## src/tsl_pkg.sv

```systemverilog
// constants and state types for the teleprinter serial link
// assumes a single 100 MHz clock and an 11-interval character frame
package tsl_pkg;
	localparam int CLK_PERIOD_NS = 10;
	localparam int UNIT_TIME_NS = 9090909;
	localparam int UNIT_CYCLES = UNIT_TIME_NS / CLK_PERIOD_NS;
	localparam int DIV_W = 20;
	localparam int CHAR_W = 8;
	localparam int CNT_W = 5;
	localparam logic [CNT_W-1:0] LAST_DATA_CNT = 5'h08;
	localparam logic [CNT_W-1:0] LAST_STOP_CNT = 5'h0A;
	localparam logic [2:0] LAST_RX_BIT = 3'h7;
	localparam int FRAME_UNITS = 11;
	localparam int FIFO_DEPTH = 4;
	localparam logic MARK = 1'b1;
	localparam logic SPACE = 1'b0;
	localparam logic [CHAR_W-1:0] CHAR_RST = 8'h00;
	typedef enum logic [1:0] {TX_IDLE, TX_START, TX_DATA, TX_STOP} tsl_tx_state_t;
	typedef enum logic [1:0] {RX_IDLE, RX_START, RX_DATA, RX_STOP} tsl_rx_state_t;
endpackage

```

## src/tsl_fifo.sv

```systemverilog
// small synchronous fifo with valid/ready on both sides
// assumes one clock and an active-low asynchronous reset
`timescale 1ns/1ns
module tsl_fifo #(
	parameter int W = 8,
	parameter int D = 4
) (
	input wire logic i_clk,
	input wire logic i_rst_b,
	input wire logic [W-1:0] i_in_data,
	input wire logic i_in_valid,
	output logic o_in_ready,
	output logic [W-1:0] o_out_data,
	output logic o_out_valid,
	input wire logic i_out_ready
);
	localparam int AW = (D > 1) ? $clog2(D) : 1;
	logic [W-1:0] mem [D];
	logic [AW-1:0] wr_ptr_ff, rd_ptr_ff;
	logic [AW:0] cnt_ff, nxt_cnt;
	logic push, pop;

	function automatic logic [AW-1:0] ptr_inc(input logic [AW-1:0] p);
		ptr_inc = (p == AW'(D - 1)) ? '0 : p + 1'b1;
	endfunction

	assign push = i_in_valid && o_in_ready;
	assign pop = o_out_valid && i_out_ready;
	assign o_out_data = mem[rd_ptr_ff];
	assign nxt_cnt = cnt_ff + {{AW{1'b0}}, push} - {{AW{1'b0}}, pop};

	always_ff @(posedge i_clk) begin
		if (push) begin
			mem[wr_ptr_ff] <= i_in_data;
		end
	end

	always_ff @(posedge i_clk or negedge i_rst_b) begin
		if (!i_rst_b) begin
			wr_ptr_ff <= '0;
			rd_ptr_ff <= '0;
			cnt_ff <= '0;
			o_in_ready <= 1'b0;
			o_out_valid <= 1'b0;
		end else begin
			if (push) begin
				wr_ptr_ff <= ptr_inc(wr_ptr_ff);
			end
			if (pop) begin
				rd_ptr_ff <= ptr_inc(rd_ptr_ff);
			end
			cnt_ff <= nxt_cnt;
			o_in_ready <= (nxt_cnt != (AW+1)'(D));
			o_out_valid <= (nxt_cnt != '0);
		end
	end

	a_fifo_bound: assert property (@(posedge i_clk) disable iff (!i_rst_b)
		cnt_ff <= (AW+1)'(D))
		else $error("fifo count above depth");
	c_fifo_full: cover property (@(posedge i_clk) disable iff (!i_rst_b)
		cnt_ff == (AW+1)'(D));
endmodule

```

## src/tsl_link.sv

```systemverilog
// teleprinter serial link: framed send half and receive half
// assumes host logic on the parallel side, terminal line inputs synchronous
// Function
// - take parallel 8-bit character, send serially
// - frame with start and stop signalling
// - pace bits at terminal's character rate
// - pass bits unchanged, no code conversion
// - shift register, 5-bit counter, control state
// - receive one framed 8-bit serial character
// - present received bits in parallel register
// - down-counter timing, control state, shift register
// - receive at terminal's output rate
`timescale 1ns/1ns
module tsl_link #(
	parameter int P_UNIT_CYCLES = tsl_pkg::UNIT_CYCLES
) (
	input wire logic I_REF_CLK,
	input wire logic I_RST_B,
	input wire logic [7:0] I_TX_DATA,
	input wire logic I_TX_VALID,
	output logic O_TX_READY,
	output logic O_TX_SER,
	output logic O_TX_BUSY,
	input wire logic I_RX_SER,
	output logic [7:0] O_RX_DATA,
	output logic O_RX_VALID,
	output logic O_RX_FRAME_ERR
);
	localparam logic [tsl_pkg::DIV_W-1:0] UNIT_LAST = tsl_pkg::DIV_W'(P_UNIT_CYCLES - 1);
	localparam logic [tsl_pkg::DIV_W-1:0] HALF_LAST = tsl_pkg::DIV_W'(P_UNIT_CYCLES / 2 - 1);
	localparam int FRAME_CYC = tsl_pkg::FRAME_UNITS * P_UNIT_CYCLES;

	tsl_pkg::tsl_tx_state_t tx_state_ff;
	tsl_pkg::tsl_rx_state_t rx_state_ff;
	logic [tsl_pkg::CHAR_W-1:0] tx_sh_ff, rx_sh_ff, fifo_data;
	logic [tsl_pkg::CNT_W-1:0] tx_cnt_ff;
	logic [tsl_pkg::DIV_W-1:0] tx_div_ff, rx_clk_ff;
	logic [2:0] rx_bit_ff;
	logic rx_prev_ff, fifo_valid, fifo_take, tx_tick, rx_tick;
	int tx_len_ff;

	function automatic logic at_last(input logic [tsl_pkg::DIV_W-1:0] c,
		input logic [tsl_pkg::DIV_W-1:0] lim);
		at_last = (c == lim);
	endfunction

	tsl_fifo #(
		.W(tsl_pkg::CHAR_W),
		.D(tsl_pkg::FIFO_DEPTH)
	) tsl_fifo_inst (
		.i_clk(I_REF_CLK),
		.i_rst_b(I_RST_B),
		.i_in_data(I_TX_DATA),
		.i_in_valid(I_TX_VALID),
		.o_in_ready(O_TX_READY),
		.o_out_data(fifo_data),
		.o_out_valid(fifo_valid),
		.i_out_ready(fifo_take)
	);

	assign fifo_take = (tx_state_ff == tsl_pkg::TX_IDLE);
	assign tx_tick = at_last(tx_div_ff, UNIT_LAST);
	assign rx_tick = at_last(rx_clk_ff, '0);

	// unit interval divider for the send half
	always_ff @(posedge I_REF_CLK or negedge I_RST_B) begin
		if (!I_RST_B) begin
			tx_div_ff <= '0;
		end else if (tx_state_ff == tsl_pkg::TX_IDLE || tx_tick) begin
			tx_div_ff <= '0;
		end else begin
			tx_div_ff <= tx_div_ff + 1'b1;
		end
	end

	// send sequencing
	always_ff @(posedge I_REF_CLK or negedge I_RST_B) begin
		if (!I_RST_B) begin
			tx_state_ff <= tsl_pkg::TX_IDLE;
			tx_sh_ff <= tsl_pkg::CHAR_RST;
			tx_cnt_ff <= '0;
			O_TX_SER <= tsl_pkg::MARK;
			O_TX_BUSY <= 1'b0;
		end else begin
			case (tx_state_ff)
				tsl_pkg::TX_IDLE: begin
					O_TX_SER <= tsl_pkg::MARK;
					O_TX_BUSY <= fifo_valid;
					if (fifo_valid) begin
						tx_sh_ff <= fifo_data;
						tx_cnt_ff <= '0;
						O_TX_SER <= tsl_pkg::SPACE;
						tx_state_ff <= tsl_pkg::TX_START;
					end
				end
				tsl_pkg::TX_START: begin
					if (tx_tick) begin
						tx_cnt_ff <= tx_cnt_ff + 1'b1;
						O_TX_SER <= tx_sh_ff[0];
						tx_state_ff <= tsl_pkg::TX_DATA;
					end
				end
				tsl_pkg::TX_DATA: begin
					if (tx_tick) begin
						tx_cnt_ff <= tx_cnt_ff + 1'b1;
						if (tx_cnt_ff == tsl_pkg::LAST_DATA_CNT) begin
							O_TX_SER <= tsl_pkg::MARK;
							tx_state_ff <= tsl_pkg::TX_STOP;
						end else begin
							tx_sh_ff <= tx_sh_ff >> 1;
							O_TX_SER <= tx_sh_ff[1];
						end
					end
				end
				tsl_pkg::TX_STOP: begin
					if (tx_tick) begin
						tx_cnt_ff <= tx_cnt_ff + 1'b1;
						if (tx_cnt_ff == tsl_pkg::LAST_STOP_CNT) begin
							tx_state_ff <= tsl_pkg::TX_IDLE;
							O_TX_BUSY <= 1'b0;
						end
					end
				end
				default: begin
					tx_state_ff <= tsl_pkg::TX_IDLE;
					O_TX_SER <= tsl_pkg::MARK;
				end
			endcase
		end
	end

	// previous line level for start edge detection
	always_ff @(posedge I_REF_CLK or negedge I_RST_B) begin
		if (!I_RST_B) begin
			rx_prev_ff <= tsl_pkg::MARK;
		end else begin
			rx_prev_ff <= I_RX_SER;
		end
	end

	// receive sequencing
	always_ff @(posedge I_REF_CLK or negedge I_RST_B) begin
		if (!I_RST_B) begin
			rx_state_ff <= tsl_pkg::RX_IDLE;
			rx_clk_ff <= '0;
			rx_bit_ff <= '0;
			rx_sh_ff <= tsl_pkg::CHAR_RST;
			O_RX_DATA <= tsl_pkg::CHAR_RST;
			O_RX_VALID <= 1'b0;
			O_RX_FRAME_ERR <= 1'b0;
		end else begin
			O_RX_VALID <= 1'b0;
			O_RX_FRAME_ERR <= 1'b0;
			if (rx_state_ff != tsl_pkg::RX_IDLE && !rx_tick) begin
				rx_clk_ff <= rx_clk_ff - 1'b1;
			end
			case (rx_state_ff)
				tsl_pkg::RX_IDLE: begin
					if (rx_prev_ff == tsl_pkg::MARK && I_RX_SER == tsl_pkg::SPACE) begin
						rx_clk_ff <= HALF_LAST;
						rx_state_ff <= tsl_pkg::RX_START;
					end
				end
				tsl_pkg::RX_START: begin
					if (rx_tick) begin
						rx_clk_ff <= UNIT_LAST;
						rx_bit_ff <= '0;
						rx_state_ff <= (I_RX_SER == tsl_pkg::SPACE) ?
							tsl_pkg::RX_DATA : tsl_pkg::RX_IDLE;
					end
				end
				tsl_pkg::RX_DATA: begin
					if (rx_tick) begin
						rx_clk_ff <= UNIT_LAST;
						rx_sh_ff <= {I_RX_SER, rx_sh_ff[7:1]};
						rx_bit_ff <= rx_bit_ff + 1'b1;
						if (rx_bit_ff == tsl_pkg::LAST_RX_BIT) begin
							rx_state_ff <= tsl_pkg::RX_STOP;
						end
					end
				end
				tsl_pkg::RX_STOP: begin
					if (rx_tick) begin
						rx_state_ff <= tsl_pkg::RX_IDLE;
						if (I_RX_SER == tsl_pkg::MARK) begin
							O_RX_DATA <= rx_sh_ff;
							O_RX_VALID <= 1'b1;
						end else begin
							O_RX_FRAME_ERR <= 1'b1;
						end
					end
				end
				default: begin
					rx_state_ff <= tsl_pkg::RX_IDLE;
				end
			endcase
		end
	end

	// frame length helper for checks
	always_ff @(posedge I_REF_CLK or negedge I_RST_B) begin
		if (!I_RST_B) begin
			tx_len_ff <= 0;
		end else if (tx_state_ff == tsl_pkg::TX_IDLE) begin
			tx_len_ff <= 0;
		end else begin
			tx_len_ff <= tx_len_ff + 1;
		end
	end

	a_tx_idle_mark: assert property (@(posedge I_REF_CLK) disable iff (!I_RST_B)
		tx_state_ff == tsl_pkg::TX_IDLE |-> O_TX_SER == tsl_pkg::MARK)
		else $error("line not at mark while idle");
	a_tx_start_space: assert property (@(posedge I_REF_CLK) disable iff (!I_RST_B)
		tx_state_ff == tsl_pkg::TX_START |-> O_TX_SER == tsl_pkg::SPACE)
		else $error("start interval not at space");
	a_tx_stop_mark: assert property (@(posedge I_REF_CLK) disable iff (!I_RST_B)
		tx_state_ff == tsl_pkg::TX_STOP |-> O_TX_SER == tsl_pkg::MARK)
		else $error("stop interval not at mark");
	a_tx_data_bit: assert property (@(posedge I_REF_CLK) disable iff (!I_RST_B)
		tx_state_ff == tsl_pkg::TX_DATA |-> O_TX_SER == tx_sh_ff[0])
		else $error("data bit differs from shift register");
	a_tx_take_char: assert property (@(posedge I_REF_CLK) disable iff (!I_RST_B)
		tx_state_ff == tsl_pkg::TX_IDLE && fifo_valid |=>
		tx_state_ff == tsl_pkg::TX_START && tx_sh_ff == $past(fifo_data))
		else $error("character not taken");
	a_tx_shift_hold: assert property (@(posedge I_REF_CLK) disable iff (!I_RST_B)
		tx_state_ff == tsl_pkg::TX_DATA && !tx_tick |=> $stable(tx_sh_ff) && $stable(O_TX_SER))
		else $error("send shifted between ticks");
	a_tx_frame_len: assert property (@(posedge I_REF_CLK) disable iff (!I_RST_B)
		$past(tx_state_ff) != tsl_pkg::TX_IDLE && tx_state_ff == tsl_pkg::TX_IDLE |->
		tx_len_ff == FRAME_CYC)
		else $error("frame length is not eleven units");
	a_rx_start_edge: assert property (@(posedge I_REF_CLK) disable iff (!I_RST_B)
		rx_state_ff == tsl_pkg::RX_IDLE && rx_prev_ff && !I_RX_SER |=>
		rx_state_ff == tsl_pkg::RX_START && rx_clk_ff == HALF_LAST)
		else $error("start edge missed");
	a_rx_false_start: assert property (@(posedge I_REF_CLK) disable iff (!I_RST_B)
		rx_state_ff == tsl_pkg::RX_START && rx_tick && I_RX_SER |=>
		rx_state_ff == tsl_pkg::RX_IDLE)
		else $error("false start accepted");
	a_rx_valid_pulse: assert property (@(posedge I_REF_CLK) disable iff (!I_RST_B)
		O_RX_VALID |=> !O_RX_VALID)
		else $error("receive valid longer than one cycle");
	a_rx_data_hold: assert property (@(posedge I_REF_CLK) disable iff (!I_RST_B)
		!O_RX_VALID |-> $stable(O_RX_DATA))
		else $error("received data changed without valid");
	a_rx_bit_shift: assert property (@(posedge I_REF_CLK) disable iff (!I_RST_B)
		rx_state_ff == tsl_pkg::RX_DATA && rx_tick |=> rx_sh_ff[7] == $past(I_RX_SER))
		else $error("sampled bit not shifted in");

	c_tx_frame: cover property (@(posedge I_REF_CLK) disable iff (!I_RST_B)
		tx_state_ff == tsl_pkg::TX_STOP ##1 tx_state_ff == tsl_pkg::TX_IDLE);
	c_rx_char: cover property (@(posedge I_REF_CLK) disable iff (!I_RST_B) O_RX_VALID);
	c_rx_frame_err: cover property (@(posedge I_REF_CLK) disable iff (!I_RST_B) O_RX_FRAME_ERR);
	c_tx_backpressure: cover property (@(posedge I_REF_CLK) disable iff (!I_RST_B)
		I_TX_VALID && !O_TX_READY);
endmodule

```

## config.mk

```make
export PLATFORM = sky130hd
export DESIGN_NAME = tsl_link
export DESIGN_NICKNAME = d
export VERILOG_FILES = /design/src/tsl_pkg.sv /design/src/tsl_fifo.sv /design/src/tsl_link.sv
export SDC_FILE = /design/constraint.sdc
export NUM_CORES = 1
export LEC_CHECK = 0
export ABC_AREA = 1
export BUFFER_PORTS_ARGS = -buffer_cell sky130_fd_sc_hd__clkbuf_2
export CELL_PAD_IN_SITES_DETAIL_PLACEMENT = 0
export CELL_PAD_IN_SITES_GLOBAL_PLACEMENT = 1
export CORE_MARGIN = 4
export CORE_UTILIZATION = 35
export DETAILED_ROUTE_END_ITERATION = 7
export PLACE_DENSITY_LB_ADDON = 0.1
export SYNTH_ARGS = -nofsm -noshare
export SYNTH_HDL_FRONTEND = slang
export SYNTH_SLANG_ARGS = --single-unit
```

## constraint.sdc

```tcl
create_clock -name I_REF_CLK -period 4.3 [get_ports I_REF_CLK]
set_clock_uncertainty 0.2 [all_clocks]
set_input_delay 0.43 -clock I_REF_CLK [delete_from_list [all_inputs] [get_ports I_REF_CLK]]
set_output_delay 0.43 -clock I_REF_CLK [all_outputs]
set_load 0.02 [all_outputs]
```

# Word level (Yosys, flattened, before mapping)
# Memory sizes are Yosys's and may differ from the RTL's.
# Cells that the tools add are included.
# word_totals
regBits	90
ram_bits	32
in_bits	12
out_inout_bits	13
elab_cells	128
mem_count	1
# memory_table
name	depth	width	read_ports	rd_clocked_by_memory_dff	wr	line	source
tsl_fifo_inst.mem	4	8	1	0	1	tsl_fifo.sv:18	logic [W-1:0] mem [D];
# classes
addsub	8
eq_ne	26
n_mux	47
bitwise_logic	1
n_reduce_logical	26
# op_table
cell	n
$mux 20	4
$pmux 20 s2	1
$mux 2	14
$mux 8	3
$ne 2x2->1 const B	11
$add 20x1->20 const B	1
$eq 20x20->1 const B	1
$logic_not 20->1	1
$sub 20x1->20 const B	1
$pmux 2 s4	2
$pmux 8 s2	1
$mux 1	14
$eq 2x2->1 const B	6
$reduce_and 3->1	4
$eq 5x4->1 const B	2
$mux 5	2
$pmux 5 s2	1
$reduce_bool 2->1	4
$mux 3	2
$pmux 3 s2	1
$reduce_and 6->1	1
$reduce_bool 3->1	2
$add 5x1->5 const B	1
$reduce_and 5->1	1
19 further kinds	27

# Longest topological paths before layout
# depth
word_depth	6
ltp_mapped	13
mapped_depth_nobuf	13

# By module
# Synthesis repeated with hierarchy kept, for this count alone.
# hier_totals
cells_unflattened	734
area_unflattened_um2	6363.6
# by_module_without_submodules
module	instances	cells_each	area_each_um2	seq_area_each_um2
tsl_link	1	587	4606.9	2029.4
tsl_fifo	1	147	1756.7	1186.1

# Worst setup path before layout
# OpenSTA, ideal clock, no wires.
# synth_timing
kind	flip-flop to flip-flop
from	register tx_state_ff[0]
to	register tsl_fifo_inst.o_out_valid
setup_time_ps	127
arrival_time_ps	2102
required_ps	3973
slack_ps	1871
stages_incl_launch_ff	13
n_path_buf	0
period_less_slack_ps	2429
path_cell_list	dfrtp_1 -> inv_1 -> ha_1 -> nand2_1 -> inv_1 -> ha_1 -> inv_1 -> ha_1 -> inv_1 -> fa_1 -> xnor2_1 -> xnor2_1 -> nand3b_1
# synth_between
elab_chain_cells	4
# synth_lines
item	line	source
start: declaration	tsl_link.sv:33	tsl_pkg::tsl_tx_state_t tx_state_ff;
start signal: assignment	tsl_link.sv:79	tx_state_ff <= tsl_pkg::TX_IDLE;
start signal: assignment	tsl_link.sv:93	tx_state_ff <= tsl_pkg::TX_START;
start signal: assignment	tsl_link.sv:100	tx_state_ff <= tsl_pkg::TX_DATA;
$logic_not 2->1	tsl_link.sv:61	assign fifo_take = (tx_state_ff == tsl_pkg::TX_IDLE);
$logic_and 1x1->1	tsl_fifo.sv:28	assign pop = o_out_valid && i_out_ready;
via tsl_fifo_inst.pop	tsl_fifo.sv:21	logic push, pop;
$sub 3x1->3	tsl_fifo.sv:30	assign nxt_cnt = cnt_ff + {{AW{1'b0}}, push} - {{AW{1'b0}}, pop};
via tsl_fifo_inst.nxt_cnt[2]	tsl_fifo.sv:20	logic [AW:0] cnt_ff, nxt_cnt;
$reduce_bool 3->1	tsl_fifo.sv:54	o_out_valid <= (nxt_cnt != '0);
end signal: assignment	tsl_fifo.sv:54	
end: declaration	tsl_fifo.sv:14	output logic o_out_valid,
# The timed path passes the listed nets, and every way through them passes these cells.
# A chain may end at the register's enable or synchronous reset.

# Final worst setup path
# layout_timing
from	register tx_state_ff[0]
to	register tsl_fifo_inst.o_in_ready
# layout_between
elab_chain_cells	4
# layout_lines
item	line	source
$logic_not 2->1	tsl_link.sv:61	
$logic_and 1x1->1	tsl_fifo.sv:28	
via tsl_fifo_inst.pop	tsl_fifo.sv:21	
$sub 3x1->3	tsl_fifo.sv:30	
via tsl_fifo_inst.nxt_cnt[2]	tsl_fifo.sv:20	
$ne 3x3->1	tsl_fifo.sv:53	o_in_ready <= (nxt_cnt != (AW+1)'(D));
end signal: assignment	tsl_fifo.sv:53	
end: declaration	tsl_fifo.sv:12	output logic o_in_ready,
# The timed path passes the listed nets, and every way through them passes these cells.

==> flow_metrics.env <==
export IMPL_grt_pass1_vias=4552
export IMPL_io_pins=25
export IMPL_io_buffer_count=24
export IMPL_clockBufferDepth=2
export IMPL_rsz0062_at_grt="no"
export IMPL_hold_viol_final=0
export IMPL_ys_types=46
export IMPL_cts_tree="built"
export IMPL_setup_viol=0
export IMPL_ant_nets=0
export IMPL_crit_fanout=5
export IMPL_row_count=48
export IMPL_yosysWarnings=0
export IMPL_critical_path_class="flop to flop"
export IMPL_drt_initial_drc_count=226
export IMPL_syn_inst=687
export IMPL_via_per_inst=4.68
export IMPL_fill_cells=1773
export IMPL_p_per_area_mw_per_mm2=530
export IMPL_antenna_found_initial=0
export IMPL_async_reset_ff_share_pct=73.8
export IMPL_status="finished clean"
export IMPL_synth_most_common_cell="nand2_1"
export IMPL_start_kind="flop"
export IMPL_grt_overflow=0
export IMPL_grt_max_degree=62
export IMPL_cts_buffers=17
export IMPL_ys_flop_type="dfrtp_1"
export IMPL_die_area_sq_mm=0.0198
export IMPL_hold_class="primary input to flop"
export IMPL_die_w_um=141
export IMPL_setup_tns_ns=0
export IMPL_synth_top_cells_by_area="dfrtp_1 36%, edfxtp_1 16%, nand2_1 9.5%, inv_1 4.8%, ha_1 4.7%"
export IMPL_synth_nets=723
export IMPL_root_buffer="clkbuf_16"
export IMPL_wl_um=13100
export IMPL_period_needed_ns=2.65
export IMPL_start_util_pct=35.7
export IMPL_synth_seq_cells=122
export IMPL_end_kind="flop"
export IMPL_max_freq_mhz=377
export IMPL_synth_commonest_cells="157 x nand2_1, 88 x dfrtp_1, 79 x inv_1, 76 x nor2_1, 48 x o21ai_0"
export IMPL_vias=4479
export IMPL_hpwl_um=9210
export IMPL_grt_use_total_pct=14.4
export IMPL_area_delta_synth_final_pct=14.8
export IMPL_arrival_ns=2.72
export IMPL_grt_pass1_wl_um=22800
export IMPL_clkSinkCount=122
export IMPL_synth_area_leader_cell="dfrtp_1"
export IMPL_htree_num_levels=4
export IMPL_cp_required_ns=4.37
export IMPL_syn_cell_area_sq_mm=0.00617
export IMPL_firstDrtPassIters=4
export IMPL_detail_route_wl_per_cell_um=13.6
export IMPL_synth_seq_area_share_pct=52.1
export IMPL_cts_setup_buffers=0
export IMPL_synth_edf_count=32
export IMPL_drc=0
export IMPL_syn_area_per_cell_sq_um=8.98
export IMPL_nNetsFinal=756
export IMPL_n_antenna_cell=0
export IMPL_globalplace_congestion=0.809
export IMPL_finalMaxSlewViolations=0
export IMPL_core_sq_mm=0.0173
export IMPL_worst_pin_slew_ns=0.856
export IMPL_synth_top_area_share_pct=35.7
export IMPL_total_power_mw=3.75
export IMPL_worstSkewPairLatency_ns=0.41
export IMPL_cts_clk_slew_worst_paths_ns=0.06
export IMPL_max_cap_violations=0
export IMPL_fin_crit_sh_pct=61.6
export IMPL_max_slew_margin_rel_pct=42.7
export IMPL_p_leak_nw=3.14
export IMPL_die_h_um=141
export IMPL_ir_drop_uv=354
export IMPL_drive_gt1_share_pct=13.1
==> timing repair <==
item / in CTS / in global routing
hold buffers: 2 / 0
endpoints found under the setup margin: 0 / 0
hold endpoints to repair: 60 / 0
gates resized for setup: 0 / 0
==> registers in the layout (all words and copies together) (netlist names), named ones only <==
name,cells
O_RX_DATA,8
O_RX_FRAME_ERR,1
O_RX_VALID,1
O_TX_BUSY,1
O_TX_SER,1
rx_bit_ff,3
rx_clk_ff,20
rx_prev_ff,1
rx_sh_ff,8
rx_state_ff,1
tsl_fifo_inst.cnt_ff,3
tsl_fifo_inst.mem,32
tsl_fifo_inst.o_in_ready,1
tsl_fifo_inst.o_out_valid,1
tsl_fifo_inst.rd_ptr_ff,2
tsl_fifo_inst.wr_ptr_ff,2
tx_cnt_ff,5
tx_div_ff,20
tx_sh_ff,8
tx_state_ff,2
==> per-layer routing <==
| metal | share of wire, % | GRT usage (%) |
|---|---|---|
| met1 | 53 | 19.9 |
| met2 | 44 | 22.2 |
| met3 | 2.3 | 3.83 |
| met4 | 1.1 | 4.13 |
| met5 | 0 | 0 |
==> power breakdown <==
group | internal (mW) | switching (mW) | total (mW)
registers | 1.38 | 0.118 | 1.49
clock network | 0.791 | 0.558 | 1.35
logic | 0.314 | 0.596 | 0.911
total | 2.48 | 1.27 | 3.75
==> cells in the final DEF (no fill, tap or decap), types with 3 or more instances in the layout <==
master and n:
o21a_1 3, o21ai_2 6, nor2_1 76, inv_2 3, inv_1 79, nand3_1 27
ha_1 23, o21ai_0 48, xnor2_1 14, edfxtp_1 32, dfrtp_1 88, o21ai_1 15
nand3b_1 3, nand2_1 157, nand2_2 5, clkbuf_16 18, xor2_1 9, nor3_1 14
o221ai_1 6, nor2_2 5, o31ai_1 4, nor3b_1 5, nand3_2 3, a21oi_1 12
clkbuf_2 23, nand4_1 9, inv_6 7, nor2_4 5
==> layout make-up <==
class	instances	area [sq um]	area share [%]
timing repair buffer	27	150	2.12
clock buffer	19	458	6.46
sequential	122	3220	45.4
multi-input combinational	470	2570	36.3
inverter	82	308	4.34
clock inverter	13	104	1.47
tap	225	282	3.97
==> through the flow <==
stage / hold slack [ns] / setup WS, ns / cells / cell area (sq um) / util, %
detailed placement: 0.262 / 1.64 / 924 / 6500 / 37.6
floorplan: -0.0656 / 1.87 / 687 / 6170 / -
global route: 0.0125 / 1.36 / 958 / 7090 / 41.0
finish: 0.0276 / 1.65 / 958 / 7090 / 41.0
global placement: 0.259 / 1.77 / 924 / 6500 / 37.6
CTS: 0.00936 / 1.64 / 958 / 7090 / 41.0
==> worst max-delay path, cell delays in order, from the launching register on <==
cell and delay [ns]:
dfrtp_1 0.39, inv_1 0.08, ha_1 0.26, nand2_1 0.11, inv_1 0.08, ha_1 0.29, inv_1 0.05, ha_1 0.13
inv_1 0.05, fa_1 0.37, xnor2_1 0.15, xnor2_1 0.24, nand3_1 0.11
==> cells by family (layout without fill, tap and decap cells) <==
logic type	after synthesis	count (layout)	synth area share, %
fa+ha+maj	24	24	4.99
xor+xnor	23	23	3.26
buf+inv	95	141	6.28
compound gates	102	102	9.57
simple gates	321	321	23.8
flops	122	122	52.1
==> final timing paths <==
check / from / endpoint / slack, ns / cells past startpoint
setup / recovery: tx_state_ff[0]$_DFFE_PN0P_ / tsl_fifo_inst.o_in_ready$_DFF_PN0_ / 1.65 / 12
hold / removal: I_TX_DATA[5] / tsl_fifo_inst.mem[1][5]$_DFFE_PP_ / 0.03 / 1
setup reg to reg: tx_state_ff[0]$_DFFE_PN0P_ / tsl_fifo_inst.o_in_ready$_DFF_PN0_ / 1.65 / 12
hold reg to reg: tx_sh_ff[7]$_DFFE_PN0P_ / tx_sh_ff[7]$_DFFE_PN0P_ / 0.27 / 2
max in group asynchronous: I_RST_B / O_TX_SER$_DFFE_PN1P_ / 2.51 / 3
min in group asynchronous: I_RST_B / rx_clk_ff[13]$_DFF_PN0_ / 0.46 / 2
Note: power is estimated with default switching activity, not from simulation.
